==> config.mk <==
export PLATFORM = sky130hd
export DESIGN_NAME = smbus_thermal_sensor_regs
export DESIGN_NICKNAME = d
export VERILOG_FILES = /design/src/thermal_sensor_pkg.sv /design/src/conv_scheduler.sv /design/src/smbus_thermal_sensor_regs.sv
export VERILOG_INCLUDE_DIRS = /design/src
export SDC_FILE = /design/constraint.sdc
export NUM_CORES = 1
export LEC_CHECK = 0
export BUFFER_PORTS_ARGS = -buffer_cell sky130_fd_sc_hd__buf_4
export CORE_ASPECT_RATIO = 0.8
export CORE_MARGIN = 2
export CORE_UTILIZATION = 47
export DETAILED_ROUTE_END_ITERATION = 7
export PLACE_DENSITY = 0.69
export SYNTH_ARGS = -nofsm -noshare
export SYNTH_HDL_FRONTEND = slang
export SYNTH_SLANG_ARGS = --single-unit
==> constraint.sdc <==
create_clock -name core_clk -period 2.6 [get_ports core_clk]
set_input_delay 0.52 -clock core_clk [delete_from_list [all_inputs] [get_ports core_clk]]
set_output_delay 0.52 -clock core_clk [all_outputs]
set_load 0.005 [all_outputs]
==> src/thermal_sensor_regs.svh <==
// Command codes, register resets and timing constants of the thermal sensor
// Contract
// - Recognise exactly five management bus packet kinds
// - Send byte carries only the one-shot command
// - Receive byte returns last read-byte command's register
// - Sensor drives acks and returned data only
// - Write byte: address, command, data, each acked
// - Read byte: command, repeated start, returned byte
// - Send byte: address, command, acks, stop
// - Receive byte: address read, returned byte, nack
// - Alert response read at fixed address
// - Alert reply carries own address upper bits
// - Codes 01h-03h read reading, status, configuration
// - Rate reads 04h, resets 02h; configuration zero
// - Limits read 07h/08h, reset 7fh/c9h
// - Writes 09h, 0ah, 0dh, 0eh update registers
// - Code 0fh by send byte starts conversion
// - One-shot during busy conversion is dropped
// - Standby one-shot converts once then stays standby
// - Selected command resets to reserved 00h
// - Reading saturates to signed eight bits
// - Limit crossing asserts active-low bus alert
// - Alarm when reading equals or passes limit
// - Status read clears alarms unless still true
// - Configuration bit six selects standby
// - Rate codes 00h-07h double from 0.0625 Hz
`ifndef THERMAL_SENSOR_REGS_SVH
`define THERMAL_SENSOR_REGS_SVH

`define ADDR_W            7
`define BYTE_W            8
`define ADC_RAW_W         10
`define BIT_LAST          4'h8
`define ARA_ADDR          7'h0c
`define STRAP_CAP_CNT     2'h2

`define CMD_RESERVED      8'h00
`define CMD_RD_TEMP       8'h01
`define CMD_RD_STATUS     8'h02
`define CMD_RD_CONFIG     8'h03
`define CMD_RD_RATE       8'h04
`define CMD_RD_HIGH       8'h07
`define CMD_RD_LOW        8'h08
`define CMD_WR_CONFIG     8'h09
`define CMD_WR_RATE       8'h0a
`define CMD_WR_HIGH       8'h0d
`define CMD_WR_LOW        8'h0e
`define CMD_ONE_SHOT      8'h0f

`define CONFIG_RESET      8'h00
`define RATE_RESET        8'h02
`define HIGH_LIMIT_RESET  8'h7f
`define LOW_LIMIT_RESET   8'hc9
`define CONFIG_WRITE_MASK 8'h40
`define CONFIG_STOP_BIT   6
`define READ_INVALID      8'h00
`define STATUS_PAD        2'h0

`define TEMP_MAX          8'h7f
`define TEMP_MIN          8'h80
`define TEMP_MAX_RAW      10'sh07f
`define TEMP_MIN_RAW      10'sh380

`define RATE_MAX_CODE     8'h07
`define RATE_RESERVED_SEL 3'h0
`define PERIOD_MASK_ALL   7'h7f
`define CORE_CLK_PERIOD_NS 100
`define CONV_TICK_US      125000
`define CONV_TICK_CYCLES  ((`CONV_TICK_US * 1000) / `CORE_CLK_PERIOD_NS)

`endif

==> src/thermal_sensor_pkg.sv <==
// Types shared by the thermal sensor slave and its conversion scheduler
`default_nettype none
`include "thermal_sensor_regs.svh"
package thermal_sensor_pkg;

    typedef enum logic [2:0] {
        ST_IDLE = 3'b000,
        ST_ADDR = 3'b001,
        ST_CMD  = 3'b010,
        ST_DATA = 3'b011,
        ST_ACK  = 3'b100,
        ST_TX   = 3'b101,
        ST_MACK = 3'b110,
        ST_WAIT = 3'b111
    } smb_state_t;

    typedef struct packed {
        logic                          done;
        logic                          open_fault;
        logic signed [`ADC_RAW_W-1:0]  raw;
    } adc_result_t;

endpackage
`default_nettype wire

==> src/conv_scheduler.sv <==
// Conversion scheduler: timed auto conversions, one-shot, busy tracking
`default_nettype none
`include "thermal_sensor_regs.svh"
module conv_scheduler #(
    parameter int tick_cycles = `CONV_TICK_CYCLES
) (
    input  wire logic              core_clk,
    input  wire logic              nrst,
    input  wire logic              auto_mode,
    input  wire logic [`BYTE_W-1:0] rate_code,
    input  wire logic              one_shot,
    input  wire logic              conv_done,
    output logic                   conv_start,
    output logic                   busy
);
    import thermal_sensor_pkg::*;

    logic [31:0] tick_cnt;
    logic [6:0]  period_cnt;
    logic [2:0]  rate_sel;
    logic [6:0]  period_mask;
    logic        tick;
    logic        due;
    logic        start_ok;

    // ****************************************
    // Rate decode
    // ****************************************
    assign rate_sel = (rate_code > `RATE_MAX_CODE) ? `RATE_RESERVED_SEL
                                                   : rate_code[2:0];
    assign period_mask = `PERIOD_MASK_ALL >> rate_sel;
    assign tick = (tick_cnt == 32'(tick_cycles - 1));
    assign due = tick && ((period_cnt & period_mask) == period_mask);
    assign start_ok = !busy && (one_shot || (auto_mode && due));

    // ****************************************
    // Timers
    // ****************************************
    always_ff @(posedge core_clk) begin
        if (!nrst || !auto_mode) begin
            tick_cnt <= 32'h0;
            period_cnt <= 7'h0;
        end else begin
            tick_cnt <= tick ? 32'h0 : tick_cnt + 32'h1;
            if (tick) begin
                period_cnt <= period_cnt + 7'h1;
            end
        end
    end

    // ****************************************
    // Start and busy
    // ****************************************
    always_ff @(posedge core_clk) begin
        if (!nrst) begin
            conv_start <= 1'b0;
            busy <= 1'b0;
        end else begin
            conv_start <= start_ok;
            if (start_ok) begin
                busy <= 1'b1;
            end else if (conv_done) begin
                busy <= 1'b0;
            end
        end
    end

endmodule // conv_scheduler
`default_nettype wire

==> src/smbus_thermal_sensor_regs.sv <==
// SMBus thermal sensor slave: packet decode, registers, limits and alert
`default_nettype none
`include "thermal_sensor_regs.svh"
module smbus_thermal_sensor_regs #(
    parameter int conv_tick_cycles = `CONV_TICK_CYCLES
) (
    input  wire logic                            core_clk,
    input  wire logic                            nrst,
    input  wire logic                            scl_in,
    input  wire logic                            sda_in,
    output logic                                 sda_out,
    output logic                                 sda_oe,
    input  wire logic [`ADDR_W-1:0]              addr_strap,
    input  wire thermal_sensor_pkg::adc_result_t adc,
    output logic                                 conv_start,
    output logic                                 bus_alert_n
);
    import thermal_sensor_pkg::*;

    logic               scl_meta;
    logic               scl_sync;
    logic               scl_q;
    logic               sda_meta;
    logic               sda_sync;
    logic               sda_q;
    logic [`ADDR_W-1:0] strap_meta;
    logic [`ADDR_W-1:0] strap_sync;
    logic [`ADDR_W-1:0] own_addr;
    logic [1:0]         cap_cnt;
    smb_state_t         state;
    smb_state_t         ack_ret;
    logic [3:0]         bit_cnt;
    logic [`BYTE_W-1:0] shift;
    logic [`BYTE_W-1:0] tx_shift;
    logic [`BYTE_W-1:0] cur_cmd;
    logic [`BYTE_W-1:0] cmd_sel;
    logic               cmd_valid;
    logic               is_ara;
    logic [`BYTE_W-1:0] cfg;
    logic [`BYTE_W-1:0] rate;
    logic [`BYTE_W-1:0] hi_lim;
    logic [`BYTE_W-1:0] lo_lim;
    logic [`BYTE_W-1:0] reading;
    logic               high_flag;
    logic               low_flag;
    logic               open_flag;
    logic               busy;

    // ****************************************
    // Decode wires
    // ****************************************
    wire scl_rise  = scl_sync && !scl_q;
    wire scl_fall  = !scl_sync && scl_q;
    wire start_det = scl_sync && scl_q && sda_q && !sda_sync;
    wire stop_det  = scl_sync && scl_q && !sda_q && sda_sync;
    wire rx_state  = (state == ST_ADDR) || (state == ST_CMD) ||
                     (state == ST_DATA);
    wire byte_done = rx_state && scl_fall && (bit_cnt == `BIT_LAST);
    wire addr_hit  = (shift[7:1] == own_addr);
    wire ara_hit   = (shift[7:1] == `ARA_ADDR) && shift[0] &&
                     !bus_alert_n;
    wire send_end  = (state == ST_DATA) && (bit_cnt <= 4'h1) && cmd_valid;
    wire one_shot  = stop_det && send_end &&
                     (cur_cmd == `CMD_ONE_SHOT);
    wire wr_fire   = byte_done && (state == ST_DATA);
    wire tx_load   = (state == ST_ACK) && (ack_ret == ST_TX) && scl_fall;
    wire status_clear = (state == ST_MACK) && scl_rise && !is_ara &&
                        (cmd_sel == `CMD_RD_STATUS);
    wire is_wr_cmd = (cur_cmd == `CMD_WR_CONFIG) ||
                     (cur_cmd == `CMD_WR_RATE) ||
                     (cur_cmd == `CMD_WR_HIGH) ||
                     (cur_cmd == `CMD_WR_LOW);
    wire [`BYTE_W-1:0] status_byte = {busy, `STATUS_PAD, high_flag,
                                      low_flag, open_flag, `STATUS_PAD};

    // Register selected by a read command
    function automatic logic [`BYTE_W-1:0] read_value(
        input logic [`BYTE_W-1:0] cmd
    );
        case (cmd)
            `CMD_RD_TEMP:   read_value = reading;
            `CMD_RD_STATUS: read_value = status_byte;
            `CMD_RD_CONFIG: read_value = cfg;
            `CMD_RD_RATE:   read_value = rate;
            `CMD_RD_HIGH:   read_value = hi_lim;
            `CMD_RD_LOW:    read_value = lo_lim;
            default:        read_value = `READ_INVALID;
        endcase
    endfunction

    wire [`BYTE_W-1:0] tx_byte = is_ara ? {own_addr, 1'b1}
                                        : read_value(cmd_sel);

    // Saturation and limit compare
    wire signed [`ADC_RAW_W-1:0] raw = adc.raw;
    wire [`BYTE_W-1:0] sat_val = (raw > `TEMP_MAX_RAW) ? `TEMP_MAX :
                                 (raw < `TEMP_MIN_RAW) ? `TEMP_MIN :
                                 raw[`BYTE_W-1:0];
    wire hi_hit  = adc.done && ($signed(sat_val) >= $signed(hi_lim));
    wire lo_hit  = adc.done && ($signed(sat_val) <= $signed(lo_lim));
    wire hi_cond = $signed(reading) >= $signed(hi_lim);
    wire lo_cond = $signed(reading) <= $signed(lo_lim);
    wire next_high = hi_hit || (high_flag &&
                     !(status_clear && !hi_cond));
    wire next_low  = lo_hit || (low_flag &&
                     !(status_clear && !lo_cond));

    // ****************************************
    // Pin synchronisers and address strap
    // ****************************************
    always_ff @(posedge core_clk) begin
        if (!nrst) begin
            scl_meta <= 1'b1;
            scl_sync <= 1'b1;
            scl_q <= 1'b1;
            sda_meta <= 1'b1;
            sda_sync <= 1'b1;
            sda_q <= 1'b1;
        end else begin
            scl_meta <= scl_in;
            scl_sync <= scl_meta;
            scl_q <= scl_sync;
            sda_meta <= sda_in;
            sda_sync <= sda_meta;
            sda_q <= sda_sync;
        end
    end

    always_ff @(posedge core_clk) begin
        if (!nrst) begin
            strap_meta <= 7'h00;
            strap_sync <= 7'h00;
            own_addr <= 7'h00;
            cap_cnt <= 2'h0;
        end else begin
            strap_meta <= addr_strap;
            strap_sync <= strap_meta;
            if (cap_cnt != 2'h3) begin
                cap_cnt <= cap_cnt + 2'h1;
            end
            if (cap_cnt == `STRAP_CAP_CNT) begin
                own_addr <= strap_sync;
            end
        end
    end

    // ****************************************
    // Packet state machine
    // ****************************************
    always_ff @(posedge core_clk) begin
        if (!nrst) begin
            state <= ST_IDLE;
            ack_ret <= ST_IDLE;
            bit_cnt <= 4'h0;
            shift <= 8'h00;
            tx_shift <= 8'h00;
            sda_oe <= 1'b0;
            is_ara <= 1'b0;
            cmd_valid <= 1'b0;
            cur_cmd <= `CMD_RESERVED;
            cmd_sel <= `CMD_RESERVED;
        end else if (stop_det) begin
            state <= ST_IDLE;
            sda_oe <= 1'b0;
            cmd_valid <= 1'b0;
        end else if (start_det) begin
            if (send_end) begin
                cmd_sel <= cur_cmd;
            end
            state <= ST_ADDR;
            bit_cnt <= 4'h0;
            sda_oe <= 1'b0;
            cmd_valid <= 1'b0;
        end else begin
            case (state)
                ST_ADDR, ST_CMD, ST_DATA: begin
                    if (scl_rise) begin
                        shift <= {shift[6:0], sda_sync};
                        bit_cnt <= bit_cnt + 4'h1;
                    end else if (byte_done) begin
                        bit_cnt <= 4'h0;
                        if (state == ST_ADDR) begin
                            if (addr_hit || ara_hit) begin
                                sda_oe <= 1'b1;
                                state <= ST_ACK;
                                is_ara <= ara_hit && !addr_hit;
                                ack_ret <= shift[0] ? ST_TX
                                                    : ST_CMD;
                            end else begin
                                state <= ST_WAIT;
                            end
                        end else if (state == ST_CMD) begin
                            cur_cmd <= shift;
                            cmd_valid <= 1'b1;
                            sda_oe <= 1'b1;
                            state <= ST_ACK;
                            ack_ret <= ST_DATA;
                        end else begin
                            cmd_valid <= 1'b0;
                            sda_oe <= 1'b1;
                            state <= ST_ACK;
                            ack_ret <= ST_WAIT;
                        end
                    end
                end
                ST_ACK: begin
                    if (tx_load) begin
                        tx_shift <= tx_byte;
                        sda_oe <= !tx_byte[7];
                        bit_cnt <= 4'h1;
                        state <= ST_TX;
                    end else if (scl_fall) begin
                        sda_oe <= 1'b0;
                        state <= ack_ret;
                    end
                end
                ST_TX: begin
                    if (scl_fall) begin
                        if (bit_cnt == `BIT_LAST) begin
                            sda_oe <= 1'b0;
                            state <= ST_MACK;
                        end else begin
                            tx_shift <= {tx_shift[6:0], 1'b0};
                            sda_oe <= !tx_shift[6];
                            bit_cnt <= bit_cnt + 4'h1;
                        end
                    end
                end
                ST_MACK: begin
                    if (scl_rise) begin
                        state <= ST_WAIT;
                    end
                end
                ST_IDLE, ST_WAIT: begin
                    sda_oe <= 1'b0;
                end
                default: begin
                    state <= ST_IDLE;
                end
            endcase
        end
    end

    // ****************************************
    // Registers, alarms and alert
    // ****************************************
    always_ff @(posedge core_clk) begin
        if (!nrst) begin
            cfg <= `CONFIG_RESET;
            rate <= `RATE_RESET;
            hi_lim <= `HIGH_LIMIT_RESET;
            lo_lim <= `LOW_LIMIT_RESET;
        end else if (wr_fire) begin
            case (cur_cmd)
                `CMD_WR_CONFIG: cfg <= shift & `CONFIG_WRITE_MASK;
                `CMD_WR_RATE:   rate <= shift;
                `CMD_WR_HIGH:   hi_lim <= shift;
                `CMD_WR_LOW:    lo_lim <= shift;
                default:        cfg <= cfg;
            endcase
        end
    end

    always_ff @(posedge core_clk) begin
        if (!nrst) begin
            reading <= 8'h00;
            open_flag <= 1'b0;
            high_flag <= 1'b0;
            low_flag <= 1'b0;
            bus_alert_n <= 1'b1;
            sda_out <= 1'b0;
        end else begin
            if (adc.done) begin
                reading <= sat_val;
                open_flag <= adc.open_fault;
            end
            high_flag <= next_high;
            low_flag <= next_low;
            bus_alert_n <= !(next_high || next_low);
            sda_out <= 1'b0;
        end
    end

    // ****************************************
    // Conversion scheduling
    // ****************************************
    conv_scheduler #(
        .tick_cycles (conv_tick_cycles)
    ) u_sched (
        .core_clk   (core_clk),
        .nrst       (nrst),
        .auto_mode  (!cfg[`CONFIG_STOP_BIT]),
        .rate_code  (rate),
        .one_shot   (one_shot),
        .conv_done  (adc.done),
        .conv_start (conv_start),
        .busy       (busy)
    );
endmodule // smbus_thermal_sensor_regs
`default_nettype wire

==> metrics.yaml, run 1 <==
status: "complete, no violations"
die_w_um: 148
cts_resized: 0
worst_pin_slew_ps: 588
clock_sinks: 151
syn_nets: 946
route.detailed.drc: 0
fin_nets: 972
synth_warnings: 0
fmax_mhz: 438
ys_seq_area_share_pct: 38.8
rows: 42
cts_tree: "yes"
ys_types: 71
finalSetupViolations: 0
p_leak_nw: 3.62
place.gp.congestion: 0.927
dpl_worst_slack_ps: 78.9
synth_seq_cells: 151
core_region_area_um2: 16400
hold_path.class: "in -> reg"
cp.required_ps: 2910
slowest_stage: "o311ai_0"
synth_async_sr_flop_share_pct: 0
post-cts-setup-buffers: 0
rsz0062_at_grt: "false"
cts-htree-levels: 4
antenna_found_initial: 0
gr-total-overflow: 0
ioPinCount: 27
drtIter0Drc: 631
clk_pin_slew_ps: 60
grt_start_max_net_pins: 38
register_area_um2: 3020
synth-main-ff-cell: "dfxtp_1"
io_buffers: 25
drt-total-wl_mm: 19.4
cap_violations: 0
cp_max_fo: 13
hpwl_mm: 13.8
total_power_mw: 5.41
avgSynthCellArea_um2: 8.81
clkLatencyLatePin_ps: 430
maxSlewHeadroom_pct: 60.5
min_period_over_period_pct: 87.9
dr.pass1.iters: 5
multi_input_area_um2: 4450
cpPeakStageDelay_ps: 500
ant_nets: 0
vdd_drop_max_uv: 452
grt_usage_pct: 22.5
start_kind: "flop"
min_period_ps: 2290
cts_root_buf: "clkbuf_16"
ctsLongestPathBuffers: 2
grt_pass1_vias: 5896
syn_inst: 884
setup_ws_ps: 314
fin_skew_ps: 12.1
maxSlewViolCount: 0
synth_edf_count: 0
end_kind: "flop"
worstSetupPathType: "reg -> reg"
drive_above_1_share_pct: 11.8
die_area_um2: 17600
syn_area_um2: 7790
vias_per_cell: 5.81
fillers: 1518
wl_per_cell_um: 17.0
hold_viol_final: 0
initial_core_util_pct: 47.5
antenna_cells: 0
arrival_ps: 2590
fin_setup_tns_ps: 0
via_count: 6640
utilization_pct: 54.4
powerDensity_nw_per_um2: 607
numCtsBuffers: 17
grt_first_pass_wirelength_mm: 31.4
die_h_um: 119
crit_chain: "nor2b_1 -> nand4b_1 -> o311ai_0 -> o31ai_1 -> nor4b_1"
syn_to_final_growth_pct: 14.5
ctsHoldBuffers: 0
==> critical path: cells and delay by family, from the launching register on <==
kind	cells	cell delay (ps)
AND/OR/NAND/NOR	3	1070
AO/OA/AOI/OAI	2	650
flip-flops	1	440
==> per-stage QoR <==
stage,cell area (um2),std cells,hold slack [ps]
final,8920,1143,269
after global routing,8920,1143,274
after CTS,8920,1143,263
after detailed placement,8280,1111,410
after global placement,8280,1111,388
after floorplan,7790,884,386
==> final cells by class <==
type / count / share of cell area (%)
multi-input cells: 655 / 49.9
inverters: 27 / 1.14
well taps: 220 / 3.09
flip-flops and latches: 151 / 33.9
repair buffers: 58 / 4.88
clock inverters: 13 / 2.12
clock buffers: 19 / 4.97
==> kinds of logic (layout without fill, tap and decap cells) <==
| family | count (synthesis) | count (layout) | synth area share, % |
|---|---|---|---|
| AND/OR/NAND/NOR | 363 | 363 | 24.5 |
| flip-flops | 151 | 151 | 38.8 |
| multiplexers | 61 | 61 | 7.89 |
| other | 1 | 1 | 0.0482 |
| buffers and inverters | 78 | 117 | 4.05 |
| AO/OA/AOI/OAI | 153 | 153 | 14.2 |
| adder cells (fa/ha/maj) | 39 | 39 | 6.27 |
| XOR/XNOR | 38 | 38 | 4.27 |
==> where the power goes <==
group,total [mW],switching (mW),internal [mW],leakage (nW)
clock,2.68,1.03,1.64,0.305
combinational,0.330,0.180,0.150,2.09
sequential,2.40,0.0431,2.36,1.22
total,5.41,1.26,4.15,3.62
==> Yosys cell counts (4+ instances only) <==
master	number	area share, %
dfxtp_1	151	39
nor2_1	115	5.5
mux2i_1	58	7.5
nand2_1	54	2.6
ha_1	39	6.3
clkbuf_1	38	1.8
nand3_1	33	2.1
xor2_1	29	3.3
inv_1	26	1.3
a21oi_1	23	1.5
and2_1	22	1.8
nand4_1	20	1.6
nand2b_1	19	1.5
o21ai_0	16	1.0
nor3_1	15	0.96
nor2b_1	14	1.1
o31ai_1	13	1.3
a22oi_1	12	1.2
o211ai_1	12	1.2
nor4_1	11	0.88
and3_1	10	0.80
xnor2_1	9	1.0
buf_2	8	0.51
o22ai_1	8	0.64
a211oi_1	7	0.67
a221oi_1	7	0.79
and4_1	7	0.79
a31oi_1	6	0.48
o2bb2ai_1	6	0.67
or3_1	6	0.48
nand3b_1	5	0.48
nand4b_1	5	0.56
or4_1	5	0.48
nor3b_1	4	0.39
o21a_1	4	0.39
==> flip-flops by register name, summed over array words and instances, names as in the netlist, 2 cells and up <==
name and cells:
tx_shift 7, state 3, cap_cnt 2, own_addr 7, hi_lim 8, cur_cmd 8
cmd_sel 8, u_sched.period_cnt 7, ack_ret 3, shift 8, reading 8, u_sched.tick_cnt 32
strap_sync 7, lo_lim 8, strap_meta 7, bit_cnt 4, rate 8
==> routing by layer <==
layer | track usage [%] | wire length, um
met1 | 35.5 | 9820
met2 | 29.6 | 7560
met3 | 4.98 | 1610
met4 | 7.44 | 418
met5 | 0 | 0
==> placed cells by master, fill, tap and decap left out, types with 23 or more instances in the layout <==
master     n
buf_4     58
nand2_1   54
dfxtp_1  151
nand3_1   33
nor2_1   115
ha_1      39
xor2_1    29
a21oi_1   23
mux2i_1   58
inv_1     26
==> path summary, 6_finish.rpt <==
check	startpoint	depth (start not counted)	end	slack [ps]
setup / recovery	cmd_sel[0]$_SDFFE_PN0P_	5	bus_alert_n$_SDFF_PN1_	310
hold / removal	sda_in	2	sda_meta$_SDFF_PN1_	270
setup reg to reg	cmd_sel[0]$_SDFFE_PN0P_	5	bus_alert_n$_SDFF_PN1_	310
hold reg to reg	scl_meta$_SDFF_PN1_	1	scl_sync$_SDFF_PN1_	420
Note: power is estimated with default switching activity, not from simulation.
==> inputs of run 2 (changes only) <==
--- a/config.mk
+++ b/config.mk
@@ -9,9 +9,9 @@
 export BUFFER_PORTS_ARGS = -buffer_cell sky130_fd_sc_hd__buf_4
 export CORE_ASPECT_RATIO = 0.8
 export CORE_MARGIN = 2
-export CORE_UTILIZATION = 47
+export CORE_UTILIZATION = 62
 export DETAILED_ROUTE_END_ITERATION = 7
-export PLACE_DENSITY = 0.69
+export PLACE_DENSITY = 0.86
 export SYNTH_ARGS = -nofsm -noshare
 export SYNTH_HDL_FRONTEND = slang
 export SYNTH_SLANG_ARGS = --single-unit
==> metrics.yaml, run 2 (same netlist as run 1, synthesis figures left out) <==
finalSetupViolations: 0  # unchanged
antenna_found_initial: 0  # unchanged
cpPeakStageDelay_ps: 650  # +150 ps
start_kind: "flop"
fmax_mhz: 429  # -2.0%
core_region_area_um2: 12200  # -26%
cp.required_ps: 2940  # +30 ps
rsz0062_at_grt: "false"
cts_root_buf: "clkbuf_16"
powerDensity_nw_per_um2: 593  # -2.2%
layout_common_cells: "dfxtp_1, nor2_1, mux2i_1, nand2_1, buf_4"
maxSlewHeadroom_pct: 55.7  # -4.8 points
regMostFlops: "u_sched.tick_cnt"
ant_nets: 0  # unchanged
fin_skew_ps: 10.9  # -1.19 ps
hold_path.class: "in -> reg"
fin_nets: 967  # -0.51%
numCtsBuffers: 17  # unchanged
ioPinCount: 27  # unchanged
cts-htree-levels: 4  # unchanged
clk_pin_slew_ps: 70  # about the same
min_period_over_period_pct: 89.7  # +1.8 points
drive_above_1_share_pct: 11.4  # -0.37 points
ctsLongestPathBuffers: 2  # unchanged
antenna_cells: 0  # unchanged
die_w_um: 129  # -13%
arrival_ps: 2670  # +80 ps
p_leak_nw: 3.57  # -1.5%
cap_violations: 0  # unchanged
grt_pass1_vias: 6355  # +7.8%
drtIter0Drc: 840  # +33%
post-cts-setup-buffers: 0  # unchanged
fillers: 894  # -41%
worstSetupPathType: "reg -> reg"
io_buffers: 25  # unchanged
worst_pin_slew_ps: 656  # +67.8 ps
clkLatencyLatePin_ps: 440  # about the same
gr-total-overflow: 0  # unchanged
end_kind: "flop"
grt_start_max_net_pins: 41  # +7.9%
initial_core_util_pct: 63.8  # +16 points
cts_tree: "yes"
ctsHoldBuffers: 0  # unchanged
final_common_cell: "dfxtp_1"
grt_usage_pct: 30.3  # +7.8 points
grt_first_pass_wirelength_mm: 32.4  # +3.3%
place.gp.congestion: 0.958  # +3.4%
reg2reg_setup_slack_ps: 270  # -50 ps
fin_setup_tns_ps: 0  # unchanged
slowest_stage: "o311ai_0"
utilization_pct: 71.8  # +17 points
status: "complete, no violations"
vdd_drop_max_uv: 553  # +22%
cts_resized: 0  # unchanged
hpwl_mm: 13.7  # -1.0%
die_h_um: 104  # -12%
hold_viol_final: 0  # unchanged
route.detailed.drc: 0  # unchanged
largest_reg_flops: 32  # unchanged
die_area_um2: 13500  # -24%
via_count: 6902  # +3.9%
vias_per_cell: 6.34  # +9.1%
cp_max_fo: 10  # -3
min_period_ps: 2330  # +47.3 ps
syn_to_final_growth_pct: 12.5
crit_chain: "nor2b_1 -> nand4b_1 -> o311ai_0 -> o31ai_1 -> nor4b_1"
drt-total-wl_mm: 19.8  # +1.8%
wl_per_cell_um: 18.1  # +6.9%
setup_ws_ps: 267  # -47.3 ps
whs_ps: 279  # +9.78 ps
total_power_mw: 5.20  # -3.9%
clock_sinks: 151  # unchanged
dr.pass1.iters: 7  # +2
rows: 36  # -14%
maxSlewViolCount: 0  # unchanged
dpl_worst_slack_ps: 213  # +135 ps
-- run 2: cell count changes in the layout (fill, tap and decap cells not counted) --
cell,change
clkbuf_1,-1
inv_6,+3
inv_8,+2
bufinv_16,-3
clkbuf_8,-1
clkinvlp_4,+1
clkinv_2,-2
clkinv_4,+1
buf_4,-5
-- run 2: layout make-up --
class                      count  area (um2)  share of cell area, %
clock buffer                  17         425                   4.85
tap                          171         214                   2.44
clock inverter                15         154                   1.76
inverter                      27         101                   1.16
multi-input combinational    655        4450                   50.8
timing repair buffer          53         398                   4.54
sequential                   151        3020                   34.5
-- run 2: worst paths after layout --
check                             start                      to  cells past startpoint
hold reg to reg     scl_meta$_SDFF_PN1_     scl_sync$_SDFF_PN1_                      1
setup / recovery  state[2]$_SDFFE_PP0P_  bus_alert_n$_SDFF_PN1_                      5
setup reg to reg  state[2]$_SDFFE_PP0P_  bus_alert_n$_SDFF_PN1_                      5
hold / removal                   scl_in     scl_meta$_SDFF_PN1_                      2
-- run 2: where the power goes --
part	switching [mW]	total (mW)	internal, mW
sequential	0.0435	2.40	2.36
clock	1.11	2.46	1.35
combinational	0.186	0.336	0.150
-- run 2: layer usage --
| metal | vias to the layer above | GRT usage, % | routed length, um |
|---|---|---|---|
| met5 | - | 0 | 0 |
| met2 | 367 | 44.8 | 8480 |
| met3 | 75 | 7.56 | 2100 |
| met1 | 3216 | 42.3 | 8610 |
| li1 | 3244 | - | - |
| met4 | 0 | 12.3 | 576 |
-- run 2: worst max-delay path, delay by kind of cell (launching register included) --
family / cells / cell delay, ps
flops: 1 / 490
simple gates: 3 / 940
compound gates: 2 / 810
-- run 2: per-stage QoR --
step,area [um2],cells
2_1_floorplan,7790,884
3_3_place_gp,8190,1057
3_5_place_dp,8190,1057
4_1_cts,8760,1089
5_1_grt,8760,1089
6_report,8760,1089
==> inputs of run 3 (changes only) <==
--- a/config.mk
+++ b/config.mk
@@ -12,6 +12,7 @@
 export CORE_UTILIZATION = 62
 export DETAILED_ROUTE_END_ITERATION = 7
 export PLACE_DENSITY = 0.86
+export REMOVE_ABC_BUFFERS = 1
 export SYNTH_ARGS = -nofsm -noshare
 export SYNTH_HDL_FRONTEND = slang
 export SYNTH_SLANG_ARGS = --single-unit
==> metrics.yaml, run 3 (same netlist as run 1, synthesis figures left out) <==
status: "complete, no violations"
layout_common_cells: "dfxtp_1, nor2_1, mux2i_1, nand2_1, buf_4"
arrival_ps: 2630  # -40 ps
largest_reg_flops: 32  # unchanged
grt_start_max_net_pins: 39  # -4.9%
antenna_cells: 0  # unchanged
worst-path-buf-inv: 0  # unchanged
die_area_um2: 13500  # unchanged
utilization_pct: 71.5  # -0.34 points
cpPeakStageDelay_ps: 530  # -120 ps
finish.instance_area_um2: 8720  # -0.47%
cts-htree-levels: 4  # unchanged
drive_above_1_share_pct: 11.0  # -0.49 points
ctsLongestPathBuffers: 2  # unchanged
cts_root_buf: "clkbuf_16"
dr.pass1.iters: 8  # +1
cp_top_family: "simple AND/OR/NAND/NOR gates"
vdd_drop_max_uv: 463  # -16%
dpl-instance-area_um2: 8150  # -0.46%
gr-total-overflow: 0  # unchanged
antenna_found_initial: 0  # unchanged
route.detailed.drc: 0  # unchanged
grt_pass1_vias: 6318  # -0.58%
hold_viol_final: 0  # unchanged
ioPinCount: 27  # unchanged
min_period_ps: 2270  # -67.5 ps
crit_chain: "ha_1 -> and3_1 -> nand4_1 -> or3_4 -> or4_1 -> a21oi_1"
syn_to_final_growth_pct: 12.0
final_common_cell: "dfxtp_1"
clkLatencyLatePin_ps: 430  # about the same
maxSlewViolCount: 0  # unchanged
fin_nets: 962  # -0.52%
place.gp.congestion: 0.976  # +1.8%
ant_nets: 0  # unchanged
min_period_over_period_pct: 87.1  # -2.6 points
worstSetupPathType: "reg -> reg"
end_kind: "flop"
fmax_mhz: 441  # +3.0%
ctsHoldBuffers: 0  # unchanged
worst_pin_slew_ps: 585  # -71.2 ps
grt_usage_pct: 30.0  # -0.37 points
hpwl_mm: 13.7  # +0.25%
cp_max_fo: 11  # +1
rsz0062_at_grt: "false"
die_w_um: 129  # unchanged
dp.cells: 1052  # -0.47%
final_cells: 1084  # -0.46%
powerDensity_nw_per_um2: 591  # -0.43%
io_buffers: 25  # unchanged
drtIter0Drc: 749  # -11%
slowest_stage: "or4_1"
vias_per_cell: 6.30  # -0.60%
cp.required_ps: 2970  # +30 ps
die_h_um: 104  # unchanged
start_kind: "flop"
cap_violations: 0  # unchanged
grt_first_pass_wirelength_mm: 31.9  # -1.6%
p_leak_nw: 3.55  # -0.49%
via_count: 6829  # -1.1%
finalSetupViolations: 0  # unchanged
total_power_mw: 5.15  # -0.90%
clk_pin_slew_ps: 70  # about the same
clock_sinks: 151  # unchanged
core_region_area_um2: 12200  # unchanged
maxSlewHeadroom_pct: 60.7  # +5.0 points
regMostFlops: "u_sched.tick_cnt"
post-cts-setup-buffers: 0  # unchanged
rows: 36  # unchanged
wl_per_cell_um: 18.4  # +1.1%
fin_setup_tns_ps: 0  # unchanged
hold_path.class: "in -> reg"
initial_core_util_pct: 63.8  # unchanged
fin_skew_ps: 23.7  # +12.9 ps
numCtsBuffers: 17  # unchanged
drt-total-wl_mm: 19.9  # +0.67%
cts_resized: 0  # unchanged
cts_tree: "yes"
[run 3: cell count changes in the layout (fill, tap and decap cells not counted), sizes merged]
cell,change
buf,-5
clkinvlp,-2
clkinv,+4
inv,-3
clkbuf,+1
[run 3: final timing paths]
check	from	end	slack [ps]	depth (start not counted)
setup reg to reg	u_sched.tick_cnt[0]$_SDFF_PP0_	u_sched.period_cnt[5]$_SDFFE_PP0N_	330	6
hold reg to reg	sda_meta$_SDFF_PN1_	sda_sync$_SDFF_PN1_	420	1
hold / removal	scl_in	scl_meta$_SDFF_PN1_	260	2
setup / recovery	u_sched.tick_cnt[0]$_SDFF_PP0_	u_sched.period_cnt[5]$_SDFFE_PP0N_	330	6
[run 3: layout make-up]
class	instances	area (um2)
flip-flops and latches	151	3020
clock buffers	18	439
inverters	27	101
clock inverters	14	136
well taps	171	214
multi-input cells	655	4450
fillers	924	3480
repair buffers	48	360
[run 3: where the power goes]
part / internal (mW) / total (mW) / switching [mW]
Combinational: 0.150 / 0.336 / 0.187
Clock: 1.37 / 2.41 / 1.04
Sequential: 2.36 / 2.41 / 0.0478
[run 3: layer usage]
metal	GRT usage (%)	vias up	share of wire, %
met4	10.6	0	2.4
met2	43.8	328	43
li1	-	3241	-
met5	0	-	0
met3	7.66	52	8.4
met1	42.6	3208	46
[run 3: through the flow]
stage | setup slack, ps | hold WS [ps]
2_1_floorplan | 338 | 386
6_report | 335 | 263
3_3_place_gp | 145 | 396
4_1_cts | 340 | 266
5_1_grt | 185 | 268
3_5_place_dp | 90.4 | 401
[run 3: worst register-to-register path: stages (launching register included)]
cell,delay (ps)
dfxtp_1,360
ha_1,210
and3_1,280
nand4_1,190
or3_4,490
or4_1,530
a21oi_1,140
